$ cat src/pkg/mdfm_pkg.sv
// Package: constants and types for the motor driver fault manager
package mdfm_pkg;
  localparam int unsigned CLK_MHZ = 125;
  // Deglitch times in ns: overcurrent fixed (pin) or selected by the deglitch field, converter fixed
  localparam int unsigned OC_DEG_FIXED_NS = 600;
  localparam int unsigned OC_DEG_NS_0 = 200;
  localparam int unsigned OC_DEG_NS_1 = 600;
  localparam int unsigned OC_DEG_NS_2 = 1000;
  localparam int unsigned OC_DEG_NS_3 = 1400;
  localparam int unsigned BK_DEG_NS = 1000;
  localparam int unsigned OC_DEG_CYC_FIXED = (OC_DEG_FIXED_NS * CLK_MHZ + 999) / 1000;
  localparam int unsigned OC_DEG_CYC_0 = (OC_DEG_NS_0 * CLK_MHZ + 999) / 1000;
  localparam int unsigned OC_DEG_CYC_1 = (OC_DEG_NS_1 * CLK_MHZ + 999) / 1000;
  localparam int unsigned OC_DEG_CYC_2 = (OC_DEG_NS_2 * CLK_MHZ + 999) / 1000;
  localparam int unsigned OC_DEG_CYC_3 = (OC_DEG_NS_3 * CLK_MHZ + 999) / 1000;
  localparam int unsigned BK_DEG_CYC = (BK_DEG_NS * CLK_MHZ + 999) / 1000;
  // Millisecond tick for lock timing
  localparam int unsigned MS_TICK_CYC = CLK_MHZ * 1000;
  localparam int unsigned LOCK_FIXED_MS = 1000;
  localparam int unsigned DEG_W = 8;
  localparam int unsigned MS_W = 17;
  localparam int unsigned LOCK_W = 12;
  localparam int unsigned RETRY_W = 24;
  localparam logic [1:0] MODE_LATCH = 2'h0;
  localparam logic [1:0] MODE_RETRY = 2'h1;
  localparam logic [1:0] MODE_REPORT = 2'h2;
  localparam logic [1:0] MODE_OFF = 2'h3;
  localparam logic [1:0] OVERVOLT_LEVEL_SELECT_20V = 2'h0;
  localparam logic [1:0] OVERVOLT_LEVEL_SELECT_32V = 2'h1;
  localparam logic [1:0] OVERVOLT_LEVEL_SELECT_34V = 2'h2;
  typedef enum logic [1:0] {
    MDFM_IDLE = 2'b00,
    MDFM_SHUT = 2'b01,
    MDFM_RETRY = 2'b10,
    MDFM_REPORT = 2'b11
  } mdfm_state_e;
endpackage

$ cat src/pkg/mdfm_resp_if.sv
// Interface: event and response signals between top and response machines
`timescale 1ns/1ps
`default_nettype none
interface mdfm_resp_if;
  logic event_p;
  logic cond;
  logic [1:0] mode;
  logic clear;
  logic [23:0] retry_cyc;
  logic shut;
  logic report;
  logic sticky_set;
  logic sticky_clr;
  modport top (output event_p, cond, mode, clear, retry_cyc,
               input shut, report, sticky_set, sticky_clr);
  modport fsm (input event_p, cond, mode, clear, retry_cyc,
               output shut, report, sticky_set, sticky_clr);
endinterface
`default_nettype wire

$ cat src/rtl/mdfm_deglitch.sv
// Deglitch filter: qualifies a level held longer than a cycle count
`timescale 1ns/1ps
`default_nettype none
module mdfm_deglitch
  import mdfm_pkg::*;
(
  input wire logic clk,
  input wire logic rst,
  input wire logic level,
  input wire logic [DEG_W-1:0] limit,
  output logic qualified
);
  logic [DEG_W-1:0] cnt_q;
  // Counter saturates so a long fault keeps qualified high
  always_ff @(posedge clk or posedge rst) begin
    if (rst) begin
      cnt_q <= '0;
    end else if (!level) begin
      cnt_q <= '0;
    end else if (cnt_q <= limit) begin
      cnt_q <= cnt_q + 1'b1;
    end
  end
  assign qualified = level && (cnt_q > limit);
endmodule
`default_nettype wire

$ cat src/rtl/mdfm_response.sv
// Response machine: latched, retry, report-only or disabled handling
`timescale 1ns/1ps
`default_nettype none
module mdfm_response
  import mdfm_pkg::*;
(
  input wire logic clk,
  input wire logic rst,
  mdfm_resp_if.fsm rif
);
  mdfm_state_e state_q;
  logic [RETRY_W-1:0] cnt_q;
  always_ff @(posedge clk or posedge rst) begin
    if (rst) begin
      state_q <= MDFM_IDLE;
      cnt_q <= '0;
    end else begin
      case (state_q)
        MDFM_IDLE: begin
          cnt_q <= '0;
          if (rif.event_p) begin
            case (rif.mode)
              MODE_LATCH: state_q <= MDFM_SHUT;
              MODE_RETRY: state_q <= MDFM_RETRY;
              MODE_REPORT: state_q <= MDFM_REPORT;
              default: state_q <= MDFM_IDLE;
            endcase
          end
        end
        // Release needs condition gone and a clear; clear during fault is ignored
        MDFM_SHUT, MDFM_REPORT: begin
          if (rif.clear && !rif.cond) begin
            state_q <= MDFM_IDLE;
          end
        end
        MDFM_RETRY: begin
          if (cnt_q >= rif.retry_cyc) begin
            state_q <= MDFM_IDLE;
          end else begin
            cnt_q <= cnt_q + 1'b1;
          end
        end
        default: state_q <= MDFM_IDLE;
      endcase
    end
  end
  assign rif.shut = (state_q == MDFM_SHUT) || (state_q == MDFM_RETRY);
  assign rif.report = (state_q != MDFM_IDLE);
  assign rif.sticky_set = rif.event_p && (rif.mode != MODE_OFF);
  assign rif.sticky_clr = (state_q == MDFM_RETRY) && (cnt_q >= rif.retry_cyc);
endmodule
`default_nettype wire

$ cat src/rtl/mdfm_fault_manager.sv
// Top: fault detection, response and status latching for the motor driver
//
// Functional notes
// - Pump low: FETs off, error low while present
// - Pump sticky until clear; always enabled
// - Overvoltage: FETs off, error low, sticky
// - Pin variant 34 V fixed; serial needs enable
// - Serial variant selects 20 V or 32 V
// - Overcurrent qualified after deglitch, response field
// - Pin variant: 16 A, 0.6 us, latched
// - Serial variant: level, deglitch, response configurable
// - Mode 00: shut, latch, clear after removal
// - Mode 01: shut, retry delay, bits stay
// - Mode 10: keep driving, report until clear
// - Mode 11: overcurrent ignored entirely
// - Converter overcurrent: retry, bits clear after
// - Lock after no halls; pin 1000 ms
// - Serial lock time and response configurable
// - Lock 00: shut until clear
// - Lock 01: retry, lock bit clears after delay, global fault stays
// - Lock 10: keep driving, report until clear
// - Warning sets bits; optional error report
// - Warning sticky until clear below trip
// - Shutdown: FETs and pump off, sticky
`timescale 1ns/1ps
`default_nettype none
module mdfm_fault_manager
  import mdfm_pkg::*;
#(
  parameter int unsigned MS_TICK = MS_TICK_CYC,
  parameter int unsigned OC_RETRY_CYC = 500000,
  parameter int unsigned BK_RETRY_CYC = 500000,
  parameter int unsigned LOCK_RETRY_CYC = 625000
)(
  input wire logic clk,
  input wire logic rst,
  input wire logic serial_variant,
  input wire logic pump_low_flag,
  input wire logic vm_over_20v,
  input wire logic vm_over_32v,
  input wire logic vm_over_34v,
  input wire logic overvolt_enable,
  input wire logic overvolt_level_select,
  input wire logic [2:0] fet_over_lo,
  input wire logic [2:0] fet_over_hi,
  input wire logic overcurrent_level,
  input wire logic [1:0] overcurrent_deglitch,
  input wire logic [1:0] overcurrent_response,
  input wire logic converter_over_raw,
  input wire logic [2:0] hall_in,
  input wire logic [LOCK_W-1:0] lock_time_ms,
  input wire logic [1:0] lock_response,
  input wire logic temp_warn_raw,
  input wire logic temp_warn_hys_raw,
  input wire logic temp_shut_raw,
  input wire logic temp_warning_report,
  input wire logic clear_faults_cmd,
  input wire logic sleep_reset_pulse,
  output logic error_out_n,
  output logic fets_enable,
  output logic converter_enable,
  output logic pump_enable,
  output logic global_fault,
  output logic pump_low_sticky,
  output logic overvolt_flag,
  output logic overcurrent_flag,
  output logic [2:0] fet_over_sticky,
  output logic converter_error_flag,
  output logic converter_overcurrent_flag,
  output logic lock_flag,
  output logic heat_summary_flag,
  output logic temp_warning_flag,
  output logic temp_shutdown_flag
);
  // ------------------------------------------------------------
  // Input synchronisers
  // ------------------------------------------------------------
  localparam int unsigned NIN = 17;
  logic [NIN-1:0] raw;
  logic [NIN-1:0] s1_q;
  logic [NIN-1:0] s2_q;
  assign raw = {pump_low_flag, vm_over_20v, vm_over_32v, vm_over_34v, fet_over_lo,
                fet_over_hi, converter_over_raw, hall_in, temp_warn_raw,
                temp_warn_hys_raw, temp_shut_raw};
  always_ff @(posedge clk or posedge rst) begin
    if (rst) begin
      s1_q <= '0;
      s2_q <= '0;
    end else begin
      s1_q <= raw;
      s2_q <= s1_q;
    end
  end
  logic pump_low, ov20, ov32, ov34, bk_raw, tw, tw_hys, ts;
  logic [2:0] oc_lo, oc_hi, hall;
  assign {pump_low, ov20, ov32, ov34, oc_lo, oc_hi, bk_raw, hall, tw, tw_hys, ts} = s2_q;
  logic clear;
  assign clear = clear_faults_cmd || sleep_reset_pulse;

  // ------------------------------------------------------------
  // Voltage and thermal conditions
  // ------------------------------------------------------------
  logic ov_cond;
  always_comb begin
    if (!serial_variant) begin
      ov_cond = ov34;
    end else begin
      ov_cond = overvolt_enable && (overvolt_level_select ? ov32 : ov20);
    end
  end
  // Warning report follows comparator with hysteresis
  logic tw_rep_q;
  always_ff @(posedge clk or posedge rst) begin
    if (rst) begin
      tw_rep_q <= 1'b0;
    end else if (tw) begin
      tw_rep_q <= 1'b1;
    end else if (!tw_hys) begin
      tw_rep_q <= 1'b0;
    end
  end

  // ------------------------------------------------------------
  // Overcurrent deglitch and response
  // ------------------------------------------------------------
  function automatic logic [DEG_W-1:0] oc_deg_limit(input logic ser, input logic [1:0] sel);
    logic [DEG_W-1:0] v;
    v = DEG_W'(OC_DEG_CYC_FIXED);
    if (ser) begin
      case (sel)
        2'h0: v = DEG_W'(OC_DEG_CYC_0);
        2'h1: v = DEG_W'(OC_DEG_CYC_1);
        2'h2: v = DEG_W'(OC_DEG_CYC_2);
        default: v = DEG_W'(OC_DEG_CYC_3);
      endcase
    end
    return v;
  endfunction
  // Threshold choice: pin variant fixed at high level comparator
  logic [2:0] oc_lvl;
  assign oc_lvl = (serial_variant && !overcurrent_level) ? oc_lo : oc_hi;
  logic [2:0] oc_q;
  logic [DEG_W-1:0] oc_lim;
  assign oc_lim = oc_deg_limit(serial_variant, overcurrent_deglitch);
  genvar gi;
  generate
    for (gi = 0; gi < 3; gi++) begin : g_oc
      mdfm_deglitch u_deg (
        .clk(clk),
        .rst(rst),
        .level(oc_lvl[gi]),
        .limit(oc_lim),
        .qualified(oc_q[gi])
      );
    end
  endgenerate
  logic oc_any, oc_any_q, oc_ev;
  assign oc_any = |oc_q;
  logic bk_q, bk_q_d, bk_ev;
  mdfm_deglitch u_bk_deg (
    .clk(clk),
    .rst(rst),
    .level(bk_raw),
    .limit(DEG_W'(BK_DEG_CYC)),
    .qualified(bk_q)
  );

  // ------------------------------------------------------------
  // Lock detection
  // ------------------------------------------------------------
  logic [2:0] hall_q;
  logic [MS_W-1:0] div_q;
  logic [LOCK_W-1:0] lock_ms_q;
  logic ms_tick, lock_cond;
  logic [LOCK_W-1:0] lock_lim;
  assign ms_tick = (div_q == MS_W'(MS_TICK - 1));
  assign lock_lim = serial_variant ? lock_time_ms : LOCK_W'(LOCK_FIXED_MS);
  assign lock_cond = (lock_ms_q >= lock_lim);
  always_ff @(posedge clk or posedge rst) begin
    if (rst) begin
      hall_q <= '0;
      div_q <= '0;
      lock_ms_q <= '0;
    end else begin
      hall_q <= hall;
      // Divider restarts on each hall edge so a tick never cuts a short gap
      if (hall_q != hall) begin
        div_q <= '0;
        lock_ms_q <= '0;
      end else begin
        div_q <= ms_tick ? '0 : div_q + 1'b1;
        if (ms_tick && !lock_cond) begin
          lock_ms_q <= lock_ms_q + 1'b1;
        end
      end
    end
  end
  logic lock_q, lock_ev;
  always_ff @(posedge clk or posedge rst) begin
    if (rst) begin
      oc_any_q <= 1'b0;
      bk_q_d <= 1'b0;
      lock_q <= 1'b0;
    end else begin
      oc_any_q <= oc_any;
      bk_q_d <= bk_q;
      lock_q <= lock_cond;
    end
  end
  assign oc_ev = oc_any && !oc_any_q;
  assign bk_ev = bk_q && !bk_q_d;
  assign lock_ev = lock_cond && !lock_q;

  // ------------------------------------------------------------
  // Response machines
  // ------------------------------------------------------------
  mdfm_resp_if oc_if();
  mdfm_resp_if bk_if();
  mdfm_resp_if lk_if();
  assign oc_if.event_p = oc_ev;
  assign oc_if.cond = oc_any;
  assign oc_if.mode = serial_variant ? overcurrent_response : MODE_LATCH;
  assign oc_if.clear = clear;
  assign oc_if.retry_cyc = RETRY_W'(OC_RETRY_CYC);
  assign bk_if.event_p = bk_ev;
  assign bk_if.cond = bk_q;
  assign bk_if.mode = MODE_RETRY;
  assign bk_if.clear = clear;
  assign bk_if.retry_cyc = RETRY_W'(BK_RETRY_CYC);
  assign lk_if.event_p = lock_ev;
  assign lk_if.cond = 1'b0; // Lock latch releases on clear alone
  assign lk_if.mode = serial_variant ? lock_response : MODE_LATCH;
  assign lk_if.clear = clear;
  assign lk_if.retry_cyc = RETRY_W'(LOCK_RETRY_CYC);
  mdfm_response u_oc (.clk(clk), .rst(rst), .rif(oc_if));
  mdfm_response u_bk (.clk(clk), .rst(rst), .rif(bk_if));
  mdfm_response u_lk (.clk(clk), .rst(rst), .rif(lk_if));

  // ------------------------------------------------------------
  // Sticky status; set wins over clear
  // ------------------------------------------------------------
  always_ff @(posedge clk or posedge rst) begin
    if (rst) begin
      pump_low_sticky <= 1'b0;
      overvolt_flag <= 1'b0;
      overcurrent_flag <= 1'b0;
      fet_over_sticky <= '0;
      lock_flag <= 1'b0;
      temp_warning_flag <= 1'b0;
      temp_shutdown_flag <= 1'b0;
      converter_error_flag <= 1'b0;
      converter_overcurrent_flag <= 1'b0;
    end else begin
      pump_low_sticky <= pump_low || (pump_low_sticky && !clear);
      overvolt_flag <= ov_cond || (overvolt_flag && !clear);
      overcurrent_flag <= oc_if.sticky_set || (overcurrent_flag && !clear);
      fet_over_sticky <= (oc_if.sticky_set ? oc_q : 3'h0) | (fet_over_sticky & {3{!clear}});
      // Retry expiry also clears the lock bit
      lock_flag <= lk_if.sticky_set || (lock_flag && !clear && !lk_if.sticky_clr);
      // Warning stays while hot even through a clear
      temp_warning_flag <= tw || (temp_warning_flag && !clear);
      temp_shutdown_flag <= ts || (temp_shutdown_flag && !clear);
      converter_error_flag <= bk_if.sticky_set || (converter_error_flag && !bk_if.sticky_clr);
      converter_overcurrent_flag <= bk_if.sticky_set ||
                                    (converter_overcurrent_flag && !bk_if.sticky_clr);
    end
  end
  logic gf_set;
  assign gf_set = pump_low || ov_cond || oc_if.sticky_set || bk_if.sticky_set ||
                  lk_if.sticky_set || ts;
  logic gf_q;
  always_ff @(posedge clk or posedge rst) begin
    if (rst) begin
      gf_q <= 1'b0;
    end else begin
      gf_q <= gf_set || (gf_q && !clear && !(bk_if.sticky_clr && !overcurrent_flag &&
              !lock_flag && !pump_low_sticky && !overvolt_flag && !temp_shutdown_flag));
    end
  end
  assign global_fault = gf_q;

  // ------------------------------------------------------------
  // Drive enables and error output
  // ------------------------------------------------------------
  logic fet_off, err_req;
  assign fet_off = pump_low || ov_cond || oc_if.shut || lk_if.shut || ts;
  assign err_req = pump_low || ov_cond || oc_if.report || bk_if.report || lk_if.report ||
                   ts || (temp_warning_report && tw_rep_q);
  always_ff @(posedge clk or posedge rst) begin
    if (rst) begin
      error_out_n <= 1'b1;
      fets_enable <= 1'b0;
      converter_enable <= 1'b0;
      pump_enable <= 1'b0;
      heat_summary_flag <= 1'b0;
    end else begin
      error_out_n <= !err_req;
      fets_enable <= !fet_off;
      converter_enable <= !bk_if.shut;
      pump_enable <= !ts;
      heat_summary_flag <= temp_warning_flag || temp_shutdown_flag || tw || ts;
    end
  end
endmodule
`default_nettype wire

$ cat config.mk
export PLATFORM = sky130hd
export DESIGN_NAME = mdfm_fault_manager
export DESIGN_NICKNAME = d
export VERILOG_FILES = /design/src/pkg/mdfm_pkg.sv /design/src/pkg/mdfm_resp_if.sv /design/src/rtl/mdfm_deglitch.sv /design/src/rtl/mdfm_response.sv /design/src/rtl/mdfm_fault_manager.sv
export SDC_FILE = /design/constraint.sdc
export NUM_CORES = 1
export LEC_CHECK = 0
export BUFFER_PORTS_ARGS = -buffer_cell sky130_fd_sc_hd__buf_4
export CAP_MARGIN = 20
export CORE_ASPECT_RATIO = 0.8
export CORE_UTILIZATION = 61
export CTS_CLUSTER_DIAMETER = 60
export CTS_CLUSTER_SIZE = 8
export DETAILED_ROUTE_END_ITERATION = 16
export GPL_ROUTABILITY_DRIVEN = 0
export PLACE_DENSITY = 0.8
export SYNTH_ARGS = -nofsm -noshare
export SYNTH_HDL_FRONTEND = slang
export SYNTH_SLANG_ARGS = --single-unit
$ cat constraint.sdc
create_clock -name clk -period 8.5 [get_ports clk]
set_input_delay 1.7 -clock clk [delete_from_list [all_inputs] [get_ports clk]]
set_output_delay 1.7 -clock clk [all_outputs]
set_load 0.02 [all_outputs]
==> reports/qor.json <==
{
  "globalRoute.totalOverflow": 0,
  "die_h_um": 114,
  "io_buffer_count": 60,
  "design.core.area_um2": 15100,
  "detailedRoute.firstIterationViolations": 474,
  "unrepaired_setup_endpoints_after_global_routing": "no",
  "cts_buffers": 17,
  "top_ff_cell_synth": "dfrtp_1",
  "synth_edf_count": 0,
  "maxSlewHeadroom_pct": 36.6,
  "maximum_ir_drop_on_the_vdd_rail_uv": 203,
  "die_w_um": 142,
  "cts-root-buf": "clkbuf_16",
  "clk_transition_reported_paths_ps": 70,
  "synthesis.nets": 1004,
  "post_synth_inst_count": 902,
  "starting_density_pct": 62.9,
  "timing.final.setup_violations": 0,
  "timing.setup.tns_ps": 0,
  "worstPathRequired_ps": 8820,
  "stdcell_count": 1191,
  "post_synth_num_cell_types": 64,
  "synth_seq_cells": 196,
  "grt_start_max_net_pins": 123,
  "route.final.wire_length_um": 18100,
  "routed-via-count": 6662,
  "status": "finished, final reports clean",
  "power_density_nw_per_um2": 180,
  "track_usage_pct": 25.0,
  "avgSynthCellArea_um2": 10.5,
  "synth_top_cells_by_area": "dfrtp_1 51%, ha_1 7.6%, nor2_1 4.5%",
  "numPlacedInstances": 1159,
  "hold-worst-slack_ps": 350,
  "antenna_cells_inserted": 0,
  "post-dp-hpwl_um": 12200,
  "fp.dieArea_um2": 16100,
  "seq_area_frac_synth_pct": 51.6,
  "top_library_cells_by_usage_in_the_layout_fill_and_taps_aside": "195 x dfrtp_1, 113 x nor2_1, 75 x nand2_1",
  "layout-drive-gt1-share_pct": 12.5,
  "power.leakage_nw": 4.99,
  "worst_clock_skew_ps": 8.85,
  "num_rows": 40,
  "post_synth_instance_area_um2": 9510,
  "areaGrowthSynthToFinish_pct": 13.3,
  "final_period_minus_worst_setup_slack_ps": 4520,
  "mostFrequentLayoutCell": "dfrtp_1",
  "post-route-period-util_pct": 53.2,
  "grt_first_pass_wirelength_um": 31500,
  "routed_via_density": 5.59,
  "slew_violations": 0,
  "post-synth-top-area-fraction_pct": 51.3,
  "post_synthesis_cell_type_with_the_largest_combined_area": "dfrtp_1",
  "clock_tree_from_tritoncts": "built",
  "cts.hold.buffers_added": 0,
  "ctsResizeCount": 0,
  "hold_path_class": "flop to flop",
  "critPathKind": "input pin to flop",
  "tightestPinTransition_ps": 924,
  "antenna_violations_before_repair": 0,
  "drt_pass1_iterations": 5,
  "post_synthesis_async_set_or_reset_flop_share_pct": 100,
  "drt-wirelength-per-cell_um": 15.2,
  "cp-end-kind": "flop",
  "drv.max_cap_violation_count": 0,
  "fin_nets": 1070,
  "fmaxAchievable_mhz": 221,
  "clock_sinks": 196,
  "timing.critical_path.from_type": "input pin",
  "io_pins": 61,
  "place_worst_setup_slack_ps": 3480,
  "vias_in_the_first_global_route": 6513,
  "arrival_ps": 4840,
  "clock_tree.buffer_depth": 2,
  "critPathMaxFanout": 8,
  "final_hold_viol_count": 0,
  "total_number_of_h_tree_levels": 4,
  "clock_insertion_delay_worst_skew_ps": 440,
  "synth.yosys.warnings": 0,
  "postCtsSetupBuffers": 0,
  "design_power_total_w": 0.00194,
  "drt_drc_violations_left": 0,
  "finalWorstSetupSlack_ps": 3980,
  "ant_nets": 0
}
[cell usage after synthesis (4+ instances only)]
cell type	n
inv_1	38
and3_1	21
a21oi_1	16
o21ai_1	4
nor3_1	16
nor2_1	113
o31ai_1	6
or3_1	7
o211ai_1	9
and4_1	10
dfrtp_1	195
o41ai_1	4
a31oi_1	6
xnor2_1	36
a21o_1	14
nand2_1	75
nand3_1	53
nand4_1	23
and2_1	27
mux2i_1	11
or4_1	5
nand2b_1	6
xor2_1	44
nor2b_1	10
a211oi_1	5
a31o_2	6
ha_1	58
o21ai_0	21
nor4_1	4
clkbuf_1	12
[per-layer routing]
layer / wire length, um / GRT usage, % / vias up
met1: 8820 / 35.0 / 3239
met2: 8340 / 39.4 / 112
met4: 344 / 8.53 / 0
li1: - / - / 3282
met3: 588 / 4.83 / 29
met5: 0 / 0 / -
[layout make-up]
type / instances / area (um^2)
tap: 210 / 263
clock buffer: 18 / 429
multi-input combinational: 653 / 4390
timing repair buffer: 62 / 465
clock inverter: 14 / 168
inverter: 38 / 150
fill: 1144 / 4340
sequential: 196 / 4910
[worst paths after layout]
kind                       cells past startpoint                     endpoint  slack (ps)                startpoint
setup / recovery                              11  u_oc.state_q[1]$_DFFE_PP0P_        3980   overcurrent_deglitch[0]
hold / removal                                 0            s2_q[4]$_DFF_PP0_         350         s1_q[4]$_DFF_PP0_
setup reg to reg                               8     lock_ms_q[7]$_DFFE_PP0P_        5550  lock_ms_q[9]$_DFFE_PP0P_
hold reg to reg                                0            s2_q[4]$_DFF_PP0_         350         s1_q[4]$_DFF_PP0_
max in group asynchronous                      3    u_lk.cnt_q[3]$_DFFE_PP0P_        5660                       rst
min in group asynchronous                      2            s2_q[6]$_DFF_PP0_        1420                       rst
[flip-flops by register name (all words and copies together), names as in the netlist, 8 cells and up]
| register | cells |
|---|---|
| g_oc.u_deg.cnt_q | 24 |
| u_bk.cnt_q | 24 |
| u_lk.cnt_q | 24 |
| u_oc.cnt_q | 24 |
| div_q | 17 |
| s1_q | 17 |
| s2_q | 17 |
| lock_ms_q | 12 |
| u_bk_deg.cnt_q | 8 |
[cells by family after synthesis]
family	synth area share [%]
AND/OR/NAND/NOR	20.0
AO/OA/AOI/OAI	9.94
XOR/XNOR	7.37
multiplexers	1.28
buffers and inverters	2.22
adder cells (fa/ha/maj)	7.63
flip-flops	51.6
[per-stage QoR]
| step | util (%) | area (um^2) |
|---|---|---|
| finish | 71.3 | 10800 |
| global route | 71.3 | 10800 |
| CTS | 71.3 | 10800 |
| detailed placement | 67.3 | 10200 |
| global placement | 67.3 | 10200 |
| floorplan | - | 9510 |
[where the power goes]
group	internal, W	leakage [nW]	switching, W	total (W)
Sequential	0.000954	2.61	0.0000185	0.000973
Clock	0.000444	0.287	0.000374	0.000818
Combinational	0.0000538	2.09	0.0000949	0.000149
[worst max-delay path, stage by stage]
cell and delay [ps]:
buf_4 120, ha_1 210, o21ai_0 630, ha_1 360
and4_1 210, a31o_2 230, o21ai_1 530, o221ai_2 250
o31a_1 340, a21boi_2 160, o22ai_1 90
(Power assumes the default switching activity.)
